==> src/pcr_pkg.sv <==
// shared constants and carriers for the performance control register
package pcr_pkg;

  localparam int OVF_LSB      = 32;
  localparam int OVF_W        = 16;
  localparam int OVF_USED     = 8;
  localparam int KEEP_OVF_BIT = 26;
  localparam int NPAIR_LSB    = 22;
  localparam int SEL_LSB      = 18;
  localparam int UPPER_LSB    = 11;
  localparam int LOWER_LSB    = 4;
  localparam int HOLD_SEL_BIT = 3;
  localparam int CNT_USER_BIT = 2;
  localparam int CNT_SUP_BIT  = 1;
  localparam int LOCK_BIT     = 0;
  localparam int NUM_PAIRS    = 4;

  localparam logic [2:0] NPAIR_VALUE  = 3'h3;
  localparam logic [7:0] OVF_RESET    = 8'h00;
  localparam logic [5:0] EVSEL_RESET  = 6'h00;
  localparam logic [2:0] SEL_RESET    = 3'h0;
  localparam logic       MODE_RESET   = 1'b0;
  localparam logic       LOCK_RESET   = 1'b0;

  // one register access from the core pipeline
  typedef struct packed {
    logic        rd;
    logic        wr;
    logic        user_access_lock;
    logic [63:0] wdata;
  } pcr_req_t;

  // answer to that access, valid the cycle after the request
  typedef struct packed {
    logic        done;
    logic        user_access_lock_fault;
    logic [63:0] rdata;
  } pcr_rsp_t;

endpackage

==> src/pcr_ctrl.sv <==
// performance control register with overflow status and pair selection
// Operation
// - read returns one overflow status bit per counter of every pair
// - writing zero clears an overflow bit unless overflow keep is set
// - writing one into an overflow bit sets it
// - overflow keep guard is write only and reads zero
// - overflow keep holds overflow field for that write; others update
// - overflow status stays current for every later read
// - pair count field read only, encodes pairs minus one
// - pair count field reads three, four pairs present
// - pair select picks visible counter pair and read event selects
// - on write, written pair select picks which pair's selects update
// - event select hold guard is write only and reads zero
// - hold guard set keeps selects; clear loads written selects
// - read always shows current selects of the selected pair
// - upper select at bits 16..11, lower select at bits 9..4
// - bit 0 holds the user access lock
// - unprivileged access with lock one raises privileged action fault
// - unprivileged, lock zero: reads ok; write fault only setting lock
// - counter rollover sets its overflow bit; set bits stay; many at once
// - software set of overflow bits raises no level 15 interrupt
`timescale 1ns/100ps
module pcr_ctrl (
  input  wire logic             clk_sys_i,
  input  wire logic             rst_i,
  input  wire pcr_pkg::pcr_req_t req_i,
  input  wire logic [7:0]       cnt_wrap_i,
  output pcr_pkg::pcr_rsp_t     rsp_o,
  output logic [2:0]            pair_select_o,
  output logic                  count_user_mode_o,
  output logic                  count_supervisor_mode_o,
  output logic                  ovf_irq_o
);
  import pcr_pkg::*;

  // ****************************************
  // state
  // ****************************************
  logic [7:0] overflow_flags_reg;
  logic [5:0] upper_sel_reg [NUM_PAIRS];
  logic [5:0] lower_sel_reg [NUM_PAIRS];
  logic [2:0] pair_select_reg;
  logic       lock_reg;
  logic       fault;
  logic       wr_ok;
  logic       rd_ok;
  logic [1:0] wsel;

  // ****************************************
  // access check
  // ****************************************
  always_comb begin
    fault = 1'h0;
    if (!req_i.user_access_lock && (req_i.rd || req_i.wr)) begin
      if (lock_reg)
        fault = 1'h1;
      else if (req_i.wr && req_i.wdata[LOCK_BIT])
        fault = 1'h1;
    end
  end

  assign wr_ok = req_i.wr && !fault;
  assign rd_ok = req_i.rd && !fault;
  // only four pairs exist; the top select bit does not address storage
  assign wsel  = req_i.wdata[SEL_LSB +: 2];

  // ****************************************
  // overflow flags
  // ****************************************
  always_ff @(posedge clk_sys_i or posedge rst_i) begin
    if (rst_i) begin
      overflow_flags_reg <= OVF_RESET;
    end else if (wr_ok && !req_i.wdata[KEEP_OVF_BIT]) begin
      // written value, but a same-cycle rollover still wins
      overflow_flags_reg <= req_i.wdata[OVF_LSB +: OVF_USED]
                            | cnt_wrap_i;
    end else begin
      overflow_flags_reg <= overflow_flags_reg | cnt_wrap_i;
    end
  end

  // interrupt pulse from genuine rollovers only, never from writes
  always_ff @(posedge clk_sys_i or posedge rst_i) begin
    if (rst_i)
      ovf_irq_o <= 1'h0;
    else
      ovf_irq_o <= |cnt_wrap_i;
  end

  // ****************************************
  // control fields
  // ****************************************
  always_ff @(posedge clk_sys_i or posedge rst_i) begin
    if (rst_i) begin
      pair_select_reg         <= SEL_RESET;
      count_user_mode_o       <= MODE_RESET;
      count_supervisor_mode_o <= MODE_RESET;
      lock_reg                <= LOCK_RESET;
    end else if (wr_ok) begin
      pair_select_reg         <= req_i.wdata[SEL_LSB +: 3];
      count_user_mode_o       <= req_i.wdata[CNT_USER_BIT];
      count_supervisor_mode_o <= req_i.wdata[CNT_SUP_BIT];
      lock_reg                <= req_i.wdata[LOCK_BIT];
    end
  end

  assign pair_select_o = pair_select_reg;

  always_ff @(posedge clk_sys_i or posedge rst_i) begin
    if (rst_i) begin
      for (int i = 0; i < NUM_PAIRS; i++) begin
        upper_sel_reg[i] <= EVSEL_RESET;
        lower_sel_reg[i] <= EVSEL_RESET;
      end
    end else if (wr_ok && !req_i.wdata[HOLD_SEL_BIT]) begin
      upper_sel_reg[wsel] <= req_i.wdata[UPPER_LSB +: 6];
      lower_sel_reg[wsel] <= req_i.wdata[LOWER_LSB +: 6];
    end
  end

  // ****************************************
  // read answer
  // ****************************************
  logic [63:0] rd_word;
  always_comb begin
    rd_word = 64'h0;
    rd_word[OVF_LSB +: OVF_USED] = overflow_flags_reg;
    rd_word[NPAIR_LSB +: 3]      = NPAIR_VALUE;
    rd_word[SEL_LSB +: 3]        = pair_select_reg;
    rd_word[UPPER_LSB +: 6]      = upper_sel_reg[pair_select_reg[1:0]];
    rd_word[LOWER_LSB +: 6]      = lower_sel_reg[pair_select_reg[1:0]];
    rd_word[CNT_USER_BIT]        = count_user_mode_o;
    rd_word[CNT_SUP_BIT]         = count_supervisor_mode_o;
    rd_word[LOCK_BIT]            = lock_reg;
  end

  always_ff @(posedge clk_sys_i or posedge rst_i) begin
    if (rst_i) begin
      rsp_o <= '0;
    end else begin
      rsp_o.done       <= req_i.rd || req_i.wr;
      rsp_o.user_access_lock_fault <= fault;
      rsp_o.rdata      <= rd_ok ? rd_word : 64'h0;
    end
  end

  // ****************************************
  // checks
  // ****************************************
  a_wrap_sets: assert property (
    @(posedge clk_sys_i) disable iff (rst_i)
    cnt_wrap_i != 8'h00 |=> (overflow_flags_reg & $past(cnt_wrap_i))
      == $past(cnt_wrap_i))
    else $error("rollover did not set overflow flag");

  a_keep_ovf_write: assert property (
    @(posedge clk_sys_i) disable iff (rst_i)
    wr_ok && req_i.wdata[KEEP_OVF_BIT] && cnt_wrap_i == 8'h00
      |=> $stable(overflow_flags_reg))
    else $error("overflow changed under keep guard");

  a_ovf_write: assert property (
    @(posedge clk_sys_i) disable iff (rst_i)
    wr_ok && !req_i.wdata[KEEP_OVF_BIT] && cnt_wrap_i == 8'h00
      |=> overflow_flags_reg == $past(req_i.wdata[OVF_LSB +: OVF_USED]))
    else $error("overflow write not applied");

  a_count_field: assert property (
    @(posedge clk_sys_i) disable iff (rst_i)
    rsp_o.done && !rsp_o.user_access_lock_fault && $past(req_i.rd)
      |-> rsp_o.rdata[24:22] == 3'h3)
    else $error("pair count field wrong");

  a_zero_bits: assert property (
    @(posedge clk_sys_i) disable iff (rst_i)
    rsp_o.rdata[63:40] == 24'h0 && rsp_o.rdata[31:25] == 7'h0
      && !rsp_o.rdata[21] && !rsp_o.rdata[17] && !rsp_o.rdata[10]
      && !rsp_o.rdata[3])
    else $error("reserved or guard bit reads nonzero");

  // a faulted access must not leak data or move the lock
  a_locked_fault: assert property (
    @(posedge clk_sys_i) disable iff (rst_i)
    !req_i.user_access_lock && lock_reg && (req_i.rd || req_i.wr)
      |=> rsp_o.user_access_lock_fault && rsp_o.rdata == 64'h0 && $stable(lock_reg))
    else $error("locked user access not faulted");

  a_user_read_ok: assert property (
    @(posedge clk_sys_i) disable iff (rst_i)
    !req_i.user_access_lock && !lock_reg && req_i.rd && !req_i.wr |=> !rsp_o.user_access_lock_fault)
    else $error("unlocked user read faulted");

  a_user_write_chk: assert property (
    @(posedge clk_sys_i) disable iff (rst_i)
    !req_i.user_access_lock && !lock_reg && req_i.wr
      |=> rsp_o.user_access_lock_fault == $past(req_i.wdata[LOCK_BIT]))
    else $error("unlocked user write fault wrong");

  // the written select moves with the next request, so index by its past
  a_hold_sel: assert property (
    @(posedge clk_sys_i) disable iff (rst_i)
    wr_ok && req_i.wdata[HOLD_SEL_BIT]
      |=> upper_sel_reg[$past(wsel)] == $past(upper_sel_reg[wsel])
      && lower_sel_reg[$past(wsel)] == $past(lower_sel_reg[wsel]))
    else $error("event select changed under hold");

  a_irq_cause: assert property (
    @(posedge clk_sys_i) disable iff (rst_i)
    ovf_irq_o |-> $past(cnt_wrap_i) != 8'h00)
    else $error("interrupt without rollover");

  c_wrap: cover property (@(posedge clk_sys_i) disable iff (rst_i)
    cnt_wrap_i != 8'h00 ##1 ovf_irq_o);
  c_keep_write: cover property (@(posedge clk_sys_i) disable iff (rst_i)
    wr_ok && req_i.wdata[KEEP_OVF_BIT]);
  c_hold_write: cover property (@(posedge clk_sys_i) disable iff (rst_i)
    wr_ok && req_i.wdata[HOLD_SEL_BIT]);
  c_fault: cover property (@(posedge clk_sys_i) disable iff (rst_i)
    rsp_o.user_access_lock_fault);
  c_wrap_vs_clear: cover property (@(posedge clk_sys_i) disable iff (rst_i)
    wr_ok && !req_i.wdata[KEEP_OVF_BIT] && cnt_wrap_i != 8'h00);

endmodule

==> config.mk <==
export PLATFORM = sky130hd
export DESIGN_NAME = pcr_ctrl
export DESIGN_NICKNAME = d
export VERILOG_FILES = /design/src/pcr_pkg.sv /design/src/pcr_ctrl.sv
export SDC_FILE = /design/constraint.sdc
export NUM_CORES = 1
export LEC_CHECK = 0
export BUFFER_PORTS_ARGS = -buffer_cell sky130_fd_sc_hd__buf_4
export CAP_MARGIN = 20
export CORE_AREA = 2 2 98 100
export DETAILED_ROUTE_END_ITERATION = 7
export DIE_AREA = 0 0 100 102
export PLACE_DENSITY = 0.77
export RECOVER_POWER = 100
export SLEW_MARGIN = 20
export SYNTH_ARGS = -nofsm -noshare
export SYNTH_HDL_FRONTEND = slang
export SYNTH_SLANG_ARGS = --single-unit
==> constraint.sdc <==
create_clock -name clk_sys_i -period 5.5 [get_ports clk_sys_i]
set_input_delay 1.1 -clock clk_sys_i [delete_from_list [all_inputs] [get_ports clk_sys_i]]
set_output_delay 1.1 -clock clk_sys_i [all_outputs]
set_load 0.01 [all_outputs]
==> out/metrics.cfg <==
[worst_setup_path]
path_max_fanout = 21
cp.required_ns = 5.73
start_kind = input pin
critPathCaptureType = register
r2r_setup_slack_ns = 2.30
crit_arrival_ns = 3.86
crit_type = input pin to register
reg2reg_depth = 3
r2r-start = lock_reg
r2r_end = lower_sel_reg[8]

[pwr]
leakagePower_nw = 1.98
power.total_mw = 1.55
power.density_nw_per_um2 = 346
ir_drop_mv = 0.136

[grt]
grtUsageMet2 = 0.254
gr-usage-met1 = 0.203
grt_use_met3 = 0.0274
busiest_layer = met2
grtUsageTotal = 0.156
grt_pass1_wl_mm = 12.1
grt_start_max_net_pins = 59
grt_pass1_vias = 2347
antenna_found_initial = 0
gr-total-overflow = 0

[floorplanning]
pin_count = 149
start_util = 0.447
die_y_um = 102
core_um2 = 9110
rows = 35
die_width_um = 100
die_area_um2 = 10200

[timing]
setup_viol = 0
hold_viol = 0
skew_ns = 0.0137
final.min_clock_period_ns = 3.63
relSlewSlack = -0.639
max_freq_ghz = 0.276
rsz0062_at_grt = no
period_share = 0.659
tns_ns = 0
worstMarginPinSlew_ns = 2.45
slew_violations = 59

[worst_hold_path]
holdCritStartpoint = overflow_flags_reg[0]
hold-path-cell-count = 1
hold_end = rsp_o[32]
hp-class = register to register

[logic_synthesis]
synth.area.top_cells = dfrtp_1, mux2_2, buf_4
yosysTopAreaCell = dfrtp_1
yosysWarnings = 0
synth_area_per_cell_um2 = 15.1
synth.most_common_cell = dfrtp_1
synthFlopType = dfrtp_1
synth_cell_types = 27
ys_async_sr_fraction = 1.00
syn_area_um2 = 4070
netlist_instances = 270
synth_seq_cells = 92
synth_common_cells = dfrtp_1, mux2_2, buf_4
synth_top_area_frac = 0.566
ys_seq_area_frac = 0.566
synth_edf_count = 0

[clocking]
cts_resized = 0
insertion_delay_ns = 0.36
cts.clk_slew.worst_paths_ns = 0.08
cts_buffers = 9
cts_hold_buf = 0
root_buffer = clkbuf_8
clock_sinks = 92
cts_setup_buffers = 0
cts_htree_levels = 3
cts_tree = done
cts.path.max_buffers = 2

[finish]
antennaDiodeCount = 0
area_growth_syn_to_layout_pct = 10.2
final_nets = 421
largest_register_ffs = 29
drive_gt1_frac = 0.318

[routing]
detail_route.wl_per_cell_um = 15.8
antenna_left = 0
dr.first_iter.drc_count = 57
dr.pass1.iters = 4
vias_per_cell = 4.95
wl_mm = 7.25
drc_errors = 0
via_count = 2275

[placement]
portBuffers = 76
place.gp.congestion = 0.839
hpwl_mm = 4.91

[status]
status = finished, violations left
failed_checks = capacitance limit, slew limit

[flow_run]
drv_cap = 1

-- critical path, cell delays in order --
cell and delay, ns:
clkbuf_1 0.11, o21bai_1 1.02, nand4b_1 1.01, mux2_1 0.61
-- metal layers --
| layer | vias to the layer above | share of wire |
|---|---|---|
| li1 | 1029 | - |
| met1 | 1158 | 0.44 |
| met2 | 69 | 0.49 |
| met3 | 19 | 0.043 |
| met4 | 0 | 0.027 |
| met5 | - | 0 |
-- report_power, final --
group,leakage (nW),internal [mW],switching [mW]
Clock,0.0835,0.166,0.230
Combinational,0.788,0.168,0.120
Sequential,1.11,0.799,0.0684
-- placed cells by master (no fill, tap or decap), drive strengths merged, types with 2 or more instances in the layout --
cell type / netlist / layout
a21oi: 2 / 2
clkinvlp: 0 / 2
dfrtp: 92 / 92
nor4: 2 / 2
nand4b: 2 / 2
and2b: 2 / 2
a21boi: 8 / 8
buf: 46 / 36
nand2: 4 / 4
conb: 1 / 36
mux4: 12 / 12
mux2: 54 / 54
and2: 25 / 25
clkinv: 0 / 4
a311o: 8 / 8
clkbuf: 3 / 52
-- stage by stage --
stage / setup WS (ns) / cell area (um2) / hold WS [ns] / utilization / std cells
floorplan: 2.01 / 4200 / 0.446 / - / 305
global placement: 2.83 / 4540 / 0.452 / 0.499 / 444
detailed placement: 2.80 / 4540 / 0.458 / 0.499 / 444
CTS: 2.79 / 4710 / 0.479 / 0.517 / 460
global route: 1.60 / 4480 / 0.505 / 0.492 / 460
finish: 1.87 / 4480 / 0.477 / 0.492 / 460
-- worst max-delay path by stage --
stage                startpoint                       to  slack, ns
2_1_floorplan             rst_i  count_supervisor_mode_o       2.01
3_3_place_gp           req_i[0]        lower_sel_reg[23]       2.83
3_5_place_dp           req_i[0]        lower_sel_reg[21]       2.80
4_1_cts        pair_select_o[0]         pair_select_o[0]       2.79
5_1_grt                req_i[0]         lower_sel_reg[8]       1.60
6_report               req_i[0]         lower_sel_reg[8]       1.87
-- cells by family (layout without fill, tap and decap cells) --
kind of cell,after synthesis,after routing,share of synthesized area
flops,92,92,0.566
compound gates,21,21,0.0446
mux,66,66,0.225
simple gates,40,40,0.0704
buf+inv,50,94,0.0929
other cells,1,36,0.000922
-- area by class of cell --
cell class / count / area (um2)
flip-flops and latches: 92 / 2300
clock inverters: 5 / 38.8
well taps: 111 / 139
inverters: 1 / 5.00
multi-input cells: 163 / 1430
clock buffers: 11 / 131
fillers: 842 / 4630
repair buffers: 77 / 432
(Power assumes the default switching activity.)
